==> src/core/cfsc_params.svh <==
// Constants for the cooling fan speed controller
//
// Operation
// - Main fans are off, low or high; plate fan is on or off
// - Heatsink over threshold switches fans on
// - DC hold, brake, premag, adaptation start fans
// - Fans start shortly after power-up
// - Fans run at least ten minutes
// - Switch sensor 45 C starts low speed
// - Switch sensor 50 C raises to high
// - Switch sensor 40 C drops to low
// - Switch sensor 30 C drops to off
// - Ambient high at 35/45 C or below 10
// - Ambient high withdrawn at 30/40 C
// - Control board low at 55, off 45
// - Current over 60 percent demands low
// - Input plate fan always on when powered
// - Over-temperature switch sense is selectable
// - Switch change trips drive, alarm 29
// - Trip removes rectifier gating enable
// - Two relays follow selected status conditions
`ifndef CFSC_PARAMS_SVH
`define CFSC_PARAMS_SVH

// -----------------------------------------------------------------------------
// Register byte offsets
// -----------------------------------------------------------------------------
`define CFSC_OFS_CTRL      8'h00
`define CFSC_OFS_STATUS    8'h04
`define CFSC_OFS_TEMP      8'h08
`define CFSC_OFS_RELAY     8'h0c
`define CFSC_OFS_CLEAR     8'h10

// -----------------------------------------------------------------------------
// Control register fields
// -----------------------------------------------------------------------------
`define CFSC_CTRL_ESIZE    0
`define CFSC_CTRL_NOPEN    1
`define CFSC_CTRL_HSENA    2
`define CFSC_CTRL_HSLVL    15:8
`define CFSC_CTRL_RESET    32'h0000_3c04

// -----------------------------------------------------------------------------
// Temperature levels in degrees C, current percent and alarm code
// -----------------------------------------------------------------------------
`define CFSC_SW_ON_LOW     8'd45
`define CFSC_SW_TO_HIGH    8'd50
`define CFSC_SW_TO_LOW     8'd40
`define CFSC_SW_OFF        8'd30
`define CFSC_AMB_ON_D      8'd35
`define CFSC_AMB_ON_E      8'd45
`define CFSC_AMB_OFF_D     8'd30
`define CFSC_AMB_OFF_E     8'd40
`define CFSC_AMB_COLD      8'd10
`define CFSC_CB_ON         8'd55
`define CFSC_CB_OFF        8'd45
`define CFSC_CUR_PCT       60
`define CFSC_ALARM_OVT     8'd29

// -----------------------------------------------------------------------------
// Timing
// -----------------------------------------------------------------------------
`define CFSC_CLK_HZ        100000000
`define CFSC_MIN_RUN_S     600
`define CFSC_START_MS      100
`define CFSC_MIN_RUN_CYC   (`CFSC_MIN_RUN_S * 64'd100000000)
`define CFSC_START_CYC     (`CFSC_START_MS * 64'd100000)

`endif

==> src/core/cfsc_pkg.sv <==
// Types for the cooling fan speed controller
package cfsc_pkg;

	// Fan drive level, ordered so that a larger code is faster
	typedef enum logic [1:0]
	{
		CFSC_FAN_OFF  = 2'h0,
		CFSC_FAN_LOW  = 2'h1,
		CFSC_FAN_HIGH = 2'h2
	} cfsc_speed_t;

	// Drive operating states that force the fans on
	typedef struct packed
	{
		logic dc_hold;
		logic dc_brake;
		logic premag;
		logic auto_adapt;
	} cfsc_ops_t;

	// One sample of all temperatures and current
	typedef struct packed
	{
		logic [7:0]  t_switch;
		logic [7:0]  t_ambient;
		logic [7:0]  t_board;
		logic [15:0] i_out;
		logic [15:0] i_rated;
	} cfsc_sample_t;

endpackage

==> src/core/cfsc_fan_ctrl.sv <==
// Cooling fan speed controller with AXI4-Lite registers
//
// Implementation choices: register access over AXI4-Lite and the register addresses.
`timescale 1ns/100ps
`include "cfsc_params.svh"

module cfsc_fan_ctrl
#(
	parameter longint MIN_RUN_CYC = `CFSC_MIN_RUN_CYC,
	parameter longint START_CYC   = `CFSC_START_CYC,
	parameter int     N_STATUS    = 8
)
(
	// Clock and reset
	input  wire logic                  CLK,
	input  wire logic                  RST,
	// Sensor sample, valid for one cycle
	input  wire cfsc_pkg::cfsc_sample_t SAMPLE,
	input  wire logic                  SAMPLE_VALID,
	// Operating states and drive status
	input  wire cfsc_pkg::cfsc_ops_t   OPS,
	input  wire logic [N_STATUS-1:0]   STATUS_IN,
	// External over-temperature switch pin
	input  wire logic                  OVT_SWITCH,
	// Fan and protection outputs
	output cfsc_pkg::cfsc_speed_t      FAN_SPEED,
	output logic                       PLATE_FAN_ON,
	output logic                       TRIP,
	output logic [7:0]                 ALARM_CODE,
	output logic                       RECT_GATE_EN,
	output logic [1:0]                 RELAY,
	// AXI4-Lite slave
	input  wire logic [7:0]            S_AXI_AWADDR,
	input  wire logic                  S_AXI_AWVALID,
	output logic                       S_AXI_AWREADY,
	input  wire logic [31:0]           S_AXI_WDATA,
	input  wire logic [3:0]            S_AXI_WSTRB,
	input  wire logic                  S_AXI_WVALID,
	output logic                       S_AXI_WREADY,
	output logic [1:0]                 S_AXI_BRESP,
	output logic                       S_AXI_BVALID,
	input  wire logic                  S_AXI_BREADY,
	input  wire logic [7:0]            S_AXI_ARADDR,
	input  wire logic                  S_AXI_ARVALID,
	output logic                       S_AXI_ARREADY,
	output logic [31:0]                S_AXI_RDATA,
	output logic [1:0]                 S_AXI_RRESP,
	output logic                       S_AXI_RVALID,
	input  wire logic                  S_AXI_RREADY
);

	// Refuse parameter values that the relay slices and counters cannot serve
	if (N_STATUS < 1 || N_STATUS > 8)
	begin : g_bad_status
		$error("N_STATUS must be 1 to 8");
	end
	if (MIN_RUN_CYC < 1 || START_CYC < 1
		|| MIN_RUN_CYC > 64'hf_ffff_ffff || START_CYC > 64'hf_ffff_ffff)
	begin : g_bad_count
		$error("Counts must be 1 and fit in 36 bits");
	end

	// -------------------------------------------------------------------------
	// Register bus
	// -------------------------------------------------------------------------
	logic [31:0] ctrl_reg;
	logic [15:0] relay_sel_reg;
	logic [7:0]  aw_addr_reg;
	logic        aw_have_reg;
	logic [31:0] w_data_reg;
	logic [3:0]  w_strb_reg;
	logic        w_have_reg;
	logic        clr_trip;
	logic        wr_go;
	logic [31:0] rd_data;
	logic [7:0]  last_sw_reg;
	logic [7:0]  last_amb_reg;
	logic [7:0]  last_cb_reg;

	assign wr_go = aw_have_reg && w_have_reg && !S_AXI_BVALID;

	// Address and data are taken in either order
	always_ff @(posedge CLK)
	begin
		if (RST)
		begin
			aw_have_reg   <= 1'b0;
			w_have_reg    <= 1'b0;
			aw_addr_reg   <= 8'h00;
			w_data_reg    <= 32'h0;
			w_strb_reg    <= 4'h0;
			S_AXI_AWREADY <= 1'b0;
			S_AXI_WREADY  <= 1'b0;
			S_AXI_BVALID  <= 1'b0;
			S_AXI_BRESP   <= 2'h0;
		end
		else
		begin
			S_AXI_AWREADY <= !aw_have_reg && !S_AXI_AWREADY && S_AXI_AWVALID;
			S_AXI_WREADY  <= !w_have_reg && !S_AXI_WREADY && S_AXI_WVALID;
			if (S_AXI_AWVALID && S_AXI_AWREADY)
			begin
				aw_have_reg <= 1'b1;
				aw_addr_reg <= S_AXI_AWADDR;
			end
			if (S_AXI_WVALID && S_AXI_WREADY)
			begin
				w_have_reg <= 1'b1;
				w_data_reg <= S_AXI_WDATA;
				w_strb_reg <= S_AXI_WSTRB;
			end
			if (wr_go)
			begin
				aw_have_reg  <= 1'b0;
				w_have_reg   <= 1'b0;
				S_AXI_BVALID <= 1'b1;
				if (aw_addr_reg == `CFSC_OFS_CTRL || aw_addr_reg == `CFSC_OFS_RELAY
					|| aw_addr_reg == `CFSC_OFS_CLEAR)
					S_AXI_BRESP <= 2'h0;
				else
					S_AXI_BRESP <= 2'h2;
			end
			else if (S_AXI_BREADY)
				S_AXI_BVALID <= 1'b0;
		end
	end

	// Writable registers, byte lanes honoured
	always_ff @(posedge CLK)
	begin
		if (RST)
		begin
			ctrl_reg      <= `CFSC_CTRL_RESET;
			relay_sel_reg <= 16'h0000;
		end
		else if (wr_go)
		begin
			if (aw_addr_reg == `CFSC_OFS_CTRL)
			begin
				if (w_strb_reg[0])
					ctrl_reg[7:0] <= w_data_reg[7:0];
				if (w_strb_reg[1])
					ctrl_reg[15:8] <= w_data_reg[15:8];
			end
			else if (aw_addr_reg == `CFSC_OFS_RELAY)
			begin
				if (w_strb_reg[0])
					relay_sel_reg[7:0] <= w_data_reg[7:0];
				if (w_strb_reg[1])
					relay_sel_reg[15:8] <= w_data_reg[15:8];
			end
		end
	end

	assign clr_trip = wr_go && aw_addr_reg == `CFSC_OFS_CLEAR && w_strb_reg[0] && w_data_reg[0];

	// Read data selection
	always_comb
	begin
		rd_data = 32'h0;
		if (S_AXI_ARADDR == `CFSC_OFS_CTRL)
			rd_data = {16'h0, ctrl_reg[15:8], 5'h0, ctrl_reg[2:0]};
		else if (S_AXI_ARADDR == `CFSC_OFS_STATUS)
			rd_data = {16'h0, ALARM_CODE, 2'h0, RELAY, RECT_GATE_EN, TRIP, FAN_SPEED};
		else if (S_AXI_ARADDR == `CFSC_OFS_TEMP)
			rd_data = {8'h0, last_cb_reg, last_amb_reg, last_sw_reg};
		else if (S_AXI_ARADDR == `CFSC_OFS_RELAY)
			rd_data = {16'h0, relay_sel_reg};
	end

	// Read channel, one read at a time
	always_ff @(posedge CLK)
	begin
		if (RST)
		begin
			S_AXI_ARREADY <= 1'b0;
			S_AXI_RVALID  <= 1'b0;
			S_AXI_RDATA   <= 32'h0;
			S_AXI_RRESP   <= 2'h0;
		end
		else
		begin
			S_AXI_ARREADY <= S_AXI_ARVALID && !S_AXI_ARREADY && !S_AXI_RVALID;
			if (S_AXI_ARVALID && S_AXI_ARREADY)
			begin
				S_AXI_RVALID <= 1'b1;
				S_AXI_RDATA  <= rd_data;
				if (S_AXI_ARADDR == `CFSC_OFS_CTRL || S_AXI_ARADDR == `CFSC_OFS_STATUS
					|| S_AXI_ARADDR == `CFSC_OFS_TEMP || S_AXI_ARADDR == `CFSC_OFS_RELAY)
					S_AXI_RRESP <= 2'h0;
				else
					S_AXI_RRESP <= 2'h2;
			end
			else if (S_AXI_RREADY)
				S_AXI_RVALID <= 1'b0;
		end
	end

	// -------------------------------------------------------------------------
	// Sensor demands, with hysteresis on the temperatures
	// -------------------------------------------------------------------------
	cfsc_pkg::cfsc_speed_t sw_dem_reg;
	logic                  amb_hi_reg;
	logic                  cb_lo_reg;
	logic                  cur_lo_reg;
	logic [7:0]            amb_on;
	logic [7:0]            amb_off;
	logic [23:0]           cur_x100;
	logic [23:0]           rated_x60;

	assign amb_on    = ctrl_reg[`CFSC_CTRL_ESIZE] ? `CFSC_AMB_ON_E : `CFSC_AMB_ON_D;
	assign amb_off   = ctrl_reg[`CFSC_CTRL_ESIZE] ? `CFSC_AMB_OFF_E : `CFSC_AMB_OFF_D;
	assign cur_x100  = 24'(SAMPLE.i_out) * 24'd100;
	assign rated_x60 = 24'(SAMPLE.i_rated) * 24'(`CFSC_CUR_PCT);

	// Demands update only on a new sample, hold between levels
	always_ff @(posedge CLK)
	begin
		if (RST)
		begin
			sw_dem_reg   <= cfsc_pkg::CFSC_FAN_OFF;
			amb_hi_reg   <= 1'b0;
			cb_lo_reg    <= 1'b0;
			cur_lo_reg   <= 1'b0;
			last_sw_reg  <= 8'h00;
			last_amb_reg <= 8'h00;
			last_cb_reg  <= 8'h00;
		end
		else if (SAMPLE_VALID)
		begin
			last_sw_reg  <= SAMPLE.t_switch;
			last_amb_reg <= SAMPLE.t_ambient;
			last_cb_reg  <= SAMPLE.t_board;
			case (sw_dem_reg)
				cfsc_pkg::CFSC_FAN_OFF:
					if (SAMPLE.t_switch >= `CFSC_SW_ON_LOW)
						sw_dem_reg <= cfsc_pkg::CFSC_FAN_LOW;
				cfsc_pkg::CFSC_FAN_LOW:
					if (SAMPLE.t_switch >= `CFSC_SW_TO_HIGH)
						sw_dem_reg <= cfsc_pkg::CFSC_FAN_HIGH;
					else if (SAMPLE.t_switch <= `CFSC_SW_OFF)
						sw_dem_reg <= cfsc_pkg::CFSC_FAN_OFF;
				default:
					if (SAMPLE.t_switch <= `CFSC_SW_TO_LOW)
						sw_dem_reg <= cfsc_pkg::CFSC_FAN_LOW;
			endcase
			if (SAMPLE.t_ambient >= amb_on || SAMPLE.t_ambient < `CFSC_AMB_COLD)
				amb_hi_reg <= 1'b1;
			else if (SAMPLE.t_ambient <= amb_off)
				amb_hi_reg <= 1'b0;
			if (SAMPLE.t_board >= `CFSC_CB_ON)
				cb_lo_reg <= 1'b1;
			else if (SAMPLE.t_board <= `CFSC_CB_OFF)
				cb_lo_reg <= 1'b0;
			cur_lo_reg <= cur_x100 > rated_x60;
		end
	end

	// -------------------------------------------------------------------------
	// Combined demand, power-up start and minimum run
	// -------------------------------------------------------------------------
	logic                  ops_q1_reg;
	logic                  ops_q2_reg;
	logic                  hs_on;
	logic                  start_done_reg;
	logic [35:0]           start_cnt_reg;
	logic [35:0]           run_cnt_reg;
	cfsc_pkg::cfsc_speed_t dem_next;
	cfsc_pkg::cfsc_speed_t held_reg;

	// Operating states pass a two-stage synchroniser before use
	always_ff @(posedge CLK)
	begin
		if (RST)
		begin
			ops_q1_reg <= 1'b0;
			ops_q2_reg <= 1'b0;
		end
		else
		begin
			ops_q1_reg <= |OPS;
			ops_q2_reg <= ops_q1_reg;
		end
	end

	assign hs_on = ctrl_reg[`CFSC_CTRL_HSENA]
		&& last_sw_reg > ctrl_reg[`CFSC_CTRL_HSLVL];

	// Highest of all demands
	always_comb
	begin
		dem_next = sw_dem_reg;
		if (amb_hi_reg)
			dem_next = cfsc_pkg::CFSC_FAN_HIGH;
		else if (dem_next == cfsc_pkg::CFSC_FAN_OFF
			&& (cb_lo_reg || cur_lo_reg || ops_q2_reg || hs_on
			|| !start_done_reg))
			dem_next = cfsc_pkg::CFSC_FAN_LOW;
	end

	// Power-up start delay
	always_ff @(posedge CLK)
	begin
		if (RST)
		begin
			start_cnt_reg  <= 36'h0;
			start_done_reg <= 1'b0;
		end
		else if (!start_done_reg && start_cnt_reg >= 36'(START_CYC - 1))
			start_done_reg <= 1'b1;
		else if (!start_done_reg)
			start_cnt_reg <= start_cnt_reg + 36'h1;
	end

	// Minimum run time once running, speed never below low
	always_ff @(posedge CLK)
	begin
		if (RST)
		begin
			run_cnt_reg <= 36'h0;
			held_reg    <= cfsc_pkg::CFSC_FAN_OFF;
		end
		else if (dem_next != cfsc_pkg::CFSC_FAN_OFF)
		begin
			held_reg    <= dem_next;
			run_cnt_reg <= 36'(MIN_RUN_CYC);
		end
		else if (run_cnt_reg > 36'h1)
		begin
			run_cnt_reg <= run_cnt_reg - 36'h1;
			if (held_reg == cfsc_pkg::CFSC_FAN_HIGH)
				held_reg <= cfsc_pkg::CFSC_FAN_LOW;
		end
		else
		begin
			run_cnt_reg <= 36'h0;
			held_reg    <= cfsc_pkg::CFSC_FAN_OFF;
		end
	end

	// -------------------------------------------------------------------------
	// Over-temperature switch, relays and outputs
	// -------------------------------------------------------------------------
	logic ovt_s1_reg;
	logic ovt_s2_reg;
	logic ovt_act;

	// Two-stage synchroniser; resets to a closed contact, the idle level of the
	// default normally closed sense, so no false trip follows reset
	always_ff @(posedge CLK)
	begin
		if (RST)
		begin
			ovt_s1_reg <= 1'b1;
			ovt_s2_reg <= 1'b1;
		end
		else
		begin
			ovt_s1_reg <= OVT_SWITCH;
			ovt_s2_reg <= ovt_s1_reg;
		end
	end

	// Closed contact reads high; normally closed trips on open
	assign ovt_act = ctrl_reg[`CFSC_CTRL_NOPEN] ? ovt_s2_reg : !ovt_s2_reg;

	// Trip latch, new fault wins over clear
	always_ff @(posedge CLK)
	begin
		if (RST)
		begin
			TRIP         <= 1'b0;
			ALARM_CODE   <= 8'h00;
			RECT_GATE_EN <= 1'b0;
		end
		else if (ovt_act)
		begin
			TRIP         <= 1'b1;
			ALARM_CODE   <= `CFSC_ALARM_OVT;
			RECT_GATE_EN <= 1'b0;
		end
		else if (clr_trip || !TRIP)
		begin
			TRIP         <= 1'b0;
			ALARM_CODE   <= 8'h00;
			RECT_GATE_EN <= 1'b1;
		end
	end

	// Each relay is the OR of its selected status bits
	genvar gi;
	generate
		for (gi = 0; gi < 2; gi++)
		begin : g_relay
			always_ff @(posedge CLK)
			begin
				if (RST)
					RELAY[gi] <= 1'b0;
				else
					RELAY[gi] <= |(STATUS_IN & relay_sel_reg[gi*8 +: N_STATUS]);
			end
		end
	endgenerate

	// Registered fan outputs
	always_ff @(posedge CLK)
	begin
		if (RST)
		begin
			FAN_SPEED    <= cfsc_pkg::CFSC_FAN_OFF;
			PLATE_FAN_ON <= 1'b0;
		end
		else
		begin
			FAN_SPEED    <= held_reg;
			PLATE_FAN_ON <= 1'b1;
		end
	end
endmodule

==> config.mk <==
export PLATFORM = sky130hd
export DESIGN_NAME = cfsc_fan_ctrl
export DESIGN_NICKNAME = d
export VERILOG_FILES = /design/src/core/cfsc_pkg.sv /design/src/core/cfsc_fan_ctrl.sv
export VERILOG_INCLUDE_DIRS = /design/src /design/src/core
export SDC_FILE = /design/constraint.sdc
export NUM_CORES = 1
export LEC_CHECK = 0
export BUFFER_PORTS_ARGS = -buffer_cell sky130_fd_sc_hd__buf_2
export CELL_PAD_IN_SITES_DETAIL_PLACEMENT = 0
export CELL_PAD_IN_SITES_GLOBAL_PLACEMENT = 1
export CORE_UTILIZATION = 35
export DETAILED_ROUTE_END_ITERATION = 8
export HOLD_SLACK_MARGIN = 0.08
export PLACE_DENSITY = 0.65
export RECOVER_POWER = 25
export SLEW_MARGIN = 20
export SYNTH_ARGS = -nofsm -noshare
export SYNTH_HDL_FRONTEND = slang
export SYNTH_SLANG_ARGS = --single-unit
==> constraint.sdc <==
create_clock -name CLK -period 7.2 [get_ports CLK]
set_input_delay 1.44 -clock CLK [delete_from_list [all_inputs] [get_ports CLK]]
set_output_delay 1.44 -clock CLK [all_outputs]
set_load 0.05 [all_outputs]
# --- Word-level counts from Yosys, hierarchy flattened ---
# Cells that the tools add are included.
totals:
  input_bits: 129
  elab_cells: 169
  output_inout_bits: 56
  ff_bits: 215
classes:
  eq_ne: 10
  addsub: 2
  reduce_logical: 62
  n_mux: 34
  n_bitwise: 6
  mul: 2
  magnitude_cmp: 13
ops:
  columns: ["operator", "count"]
  rows:
  - ["2-to-1 mux 24 bit", 3]
  - ["2-to-1 mux 36 bit", 2]
  - ["adder 36 x 1 -> 36 bit, second input constant", 1]
  - [">= comparator 36 x 24 -> 1 bit, second input constant", 1]
  - ["> comparator 36 x 1 -> 1 bit, second input constant", 1]
  - ["subtractor 36 x 1 -> 36 bit, second input constant", 1]
  - ["equality test 8 x 4 -> 1 bit, second input constant", 3]
  - [">= comparator 8 x 6 -> 1 bit, second input constant", 3]
  - ["> comparator 23 x 22 -> 1 bit", 1]
  - ["2-to-1 mux 2 bit", 11]
  - ["multiplier 16 x 5 -> 21 bit, second input constant", 1]
  - ["multiplier 16 x 4 -> 20 bit, second input constant", 1]
  - ["logical AND 1 bit", 17]
  - ["bitwise AND 8 bit", 2]
  - ["<= comparator 8 x 6 -> 1 bit, second input constant", 2]
  - ["logical NOT 8 bit", 2]
  - ["2-to-1 mux 16 bit", 1]
  - ["OR reduction 8 bit", 2]
  - ["2-to-1 mux 1 bit", 12]
  - ["AND reduction 4 bit", 3]
  - ["nonzero test 2 bit", 6]
  - ["logical OR 1 bit", 11]
  - ["logical NOT 1 bit", 10]
  - ["2-to-1 mux 5 bit", 2]
  - ["other kinds (23)", 30]

# --- Longest topological paths before layout ---
depth:
  depth_word: 9
  ltp_mapped: 20
  ltp_nobuf: 20

# --- Worst setup path before layout ---
# No wires, ideal clock.
synth_timing:
  path_kind: "input-to-reg"
  startpoint: "in SAMPLE[9] (netlist name)"
  endpoint: "reg cur_lo_reg"
  setup_ns: 0.153
  required_ns: 7.047
  n_path_buf: 0
  t_arrival_ns: 5.623
  slack_ns: 1.424
  stages: 17
  path_cell_list: "inv_1 > fa_1 > fa_1 > inv_1 > ha_1 > or4_1 > a2111oi_0 > or3_1 > o22ai_1 > o41a_1 > nor4b_1 > nor3_1 > ha_1 > a2111oi_0 > o211ai_1 > o31ai_1 > a311oi_1"
synth_between:
  elab_chain_cells: 2
synth_rtl:
  columns: ["item", "line", "rtl"]
  rows:
  - ["start: declaration", "cfsc_fan_ctrl.sv:18", "input wire cfsc_pkg::cfsc_sample_t SAMPLE,"]
  - ["multiplier 16 x 4 -> 20 bit", "cfsc_fan_ctrl.sv:214", "assign rated_x60 = 24'(SAMPLE.i_rated) * 24'(`CFSC_CUR_PCT);"]
  - ["> comparator 23 x 22 -> 1 bit", "cfsc_fan_ctrl.sv:255", "cur_lo_reg <= cur_x100 > rated_x60;"]
  - ["end signal: assignment", "cfsc_fan_ctrl.sv:255", null]
  - ["end: declaration", "cfsc_fan_ctrl.sv:205", "logic cur_lo_reg;"]
# Every way passes these cells.
# A chain may end at the register's enable or synchronous reset.

# --- Worst setup path in the final report ---
# Ends and elaborated chain as after synthesis.

==> flow_metrics.py <==
metrics = {
    "status": {
        "status": "finished with violations",
        "failed_checks": "capacitance limit, slew limit",
    },
    "die": {
        "rows": 68,
        "die_area_um2": 35800,
        "coreArea_um2": 34500,
        "die_y_um": 189,
        "ioPinCount": 185,
        "initial_core_util": 0.355,
        "die_width_um": 189,
    },
    "logic_synthesis": {
        "synth_flop_cell": "dfxtp_1",
        "synth_edf_count": 0,
        "ys_seq_area_frac": 0.328,
        "synth-seq-cells": 201,
        "synth_cells": 1389,
        "synthArstFlopShare": 0,
        "netlist_area_um2": 12300,
        "ys_types": 80,
        "yosys_warnings": 0,
        "synth.avg_cell_area_um2": 8.83,
    },
    "clock_tree": {
        "cts.clk_slew.worst_paths_ps": 60,
        "numCtsBuffers": 23,
        "cts.sinks": 201,
        "htree_levels": 1,
        "cts-root-buf": "clkbuf_16",
        "cts-hold-fix-buffers": 0,
        "cts_tree": "done",
        "worst_skew_pair.late_latency_ps": 500,
        "cts_resized": 0,
        "postCtsSetupRepairBufs": 0,
        "cts_max_path_buffers": 3,
    },
    "timing": {
        "rsz0062_at_grt": "no",
        "tns_ps": 0,
        "timing.hold.ws_ps": 456,
        "maxSlewHeadroom": -1.79,
        "finalSetupViolations": 0,
        "max_freq_ghz": 0.164,
        "finalHoldViolations": 0,
        "fin_ws_ps": 1100,
        "skew_ps": 12.2,
        "worstMarginPinSlew_ps": 4180,
        "period_share": 0.847,
        "final-max-slew-violation-count": 93,
        "fin_crit_ps": 6100,
    },
    "worst_setup_path": {
        "r2r-start": "run_cnt_reg[4]$_SDFF_PP0_",
        "rr_endpoint": "run_cnt_reg[6]$_SDFF_PP0_",
        "worstPathMaxFanout": 6,
        "rr_worst_depth": 7,
        "startpoint": "SAMPLE[9]",
        "crit_required_ps": 7380,
        "crit_end": "cur_lo_reg$_SDFFE_PP0P_",
        "worstPathArrival_ps": 6280,
        "path_class": "primary input to flip-flop",
        "endpoint_kind": "flip-flop",
        "r2r_setup_slack_ps": 3720,
        "worst_setup_path_start_kind": "primary input",
    },
    "drt": {
        "vias_per_cell": 4.95,
        "drt-initial-drc-count": 507,
        "wirelength_mm": 29.2,
        "vias": 9811,
        "post_drt_wl_per_cell_um": 14.7,
        "route.detailed.drc": 0,
        "ant_nets": 0,
        "dr.pass1.iters": 5,
    },
    "finish": {
        "final_layout_size_suffix_gt1_frac": 0.139,
        "fillers": 3619,
        "syn2layout_area_growth_pct": 14.2,
        "final_cell_mix": "dfxtp_1, nor2_1, buf_2",
        "final_common_cell": "dfxtp_1",
        "design_area_um2": 14000,
        "stdcell_count": 1983,
        "antenna_cells": 0,
        "utilization": 0.405,
        "final_net_count": 1798,
    },
    "global_routing": {
        "first_global_vias": 9656,
        "gr-usage-all-layers": 0.163,
        "grt_max_degree": 93,
        "globalRoute.busiestLayer": "met2",
        "grt.overflow.total": 0,
        "antenna_found_initial": 2,
        "grt_use_met1": 0.215,
        "grt_first_pass_wirelength_mm": 48.3,
        "grtUsageMet2": 0.286,
        "use_met3": 0.0180,
    },
    "placed_design": {
        "dp_slack_ps": 735,
        "gp_congestion": 0.832,
        "postPlaceCellArea_um2": 13300,
        "port_buffers": 152,
        "hpwl_mm": 22.4,
        "place_inst": 1945,
    },
    "power_and_ir_drop": {
        "p_per_area_nw_per_um2": 234,
        "ir_worst_vdd_mv": 0.130,
        "p_total_mw": 3.27,
        "p_leak_nw": 6.35,
    },
    "worst_hold_path": {
        "hp-class": "flip-flop to flip-flop",
    },
    "flow_run": {
        "cap_viol_max_count": 1,
    },
}
-- worst min-delay path by stage --
stage	from	slack [ps]	end	depth (start not counted)
2_1_floorplan	ovt_s1_reg$_SDFF_PP1_	390	ovt_s2_reg$_SDFF_PP1_	1
3_3_place_gp	S_AXI_RDATA[6]$_SDFFE_PP0P_	440	S_AXI_RDATA[6]$_SDFFE_PP0P_	2
3_5_place_dp	aw_addr_reg[1]$_SDFFE_PP0P_	450	aw_addr_reg[1]$_SDFFE_PP0P_	2
4_1_cts	aw_addr_reg[1]$_SDFFE_PP0P_	460	aw_addr_reg[1]$_SDFFE_PP0P_	2
5_1_grt	w_data_reg[7]$_SDFFE_PP0P_	470	w_data_reg[7]$_SDFFE_PP0P_	2
6_report	aw_addr_reg[1]$_SDFFE_PP0P_	460	aw_addr_reg[1]$_SDFFE_PP0P_	2
-- Yosys cell counts, drive strengths merged (23+ instances only) --
library cell | instances | area, um2
a21oi | 84 | 420
a22oi | 25 | 188
buf | 29 | 198
clkbuf | 39 | 161
dfxtp | 201 | 4020
fa | 40 | 801
ha | 114 | 1430
inv | 116 | 435
mux2i | 62 | 621
nand2 | 115 | 432
nand3 | 24 | 120
nor2 | 157 | 589
nor2b | 30 | 188
nor3 | 23 | 115
o21ai | 56 | 280
xnor2 | 49 | 429
-- kinds of logic (layout without fill, tap and decap cells) --
group           count (synthesis)  in the layout  share of synthesized area
compound gates                262            262                      0.143
xor+xnor                       71             71                     0.0507
fa+ha+maj                     154            154                      0.182
buf+inv                       184            310                     0.0648
flops                         201            201                      0.328
mux                            70             70                     0.0598
other cells                     1             14                   0.000306
simple gates                  446            446                      0.172
-- worst max-delay path, stage by stage --
cell       delay, ps
buf_2            100
inv_1            180
fa_1             480
fa_1             510
inv_1             40
ha_1             240
or4_1            560
a2111oi_0        440
or3_1            210
o22ai_1           90
o41a_1           370
nor4b_1          310
nor3_1           110
ha_1             200
a2111oi_0        380
o211ai_1         150
o31ai_1          340
a311oi_1         130
-- layout make-up --
| type | count | area [um2] | area share |
|---|---|---|---|
| well taps | 455 | 569 | 0.0407 |
| multi-input cells | 1017 | 7500 | 0.535 |
| inverters | 116 | 435 | 0.0311 |
| flip-flops and latches | 201 | 4020 | 0.287 |
| clock buffers | 35 | 681 | 0.0486 |
| clock inverters | 3 | 17.5 | 0.00125 |
| repair buffers | 156 | 778 | 0.0556 |
-- metal layers --
metal,vias up,part of all wire
met3,28,0.039
met4,4,0.012
met1,4582,0.48
met2,179,0.47
met5,-,0.00075
li1,5018,-
-- where the power goes --
group	internal (mW)	switching [mW]
Combinational	0.442	0.572
Clock	0.645	0.441
Sequential	1.14	0.0278
(Power assumes the default switching activity.)
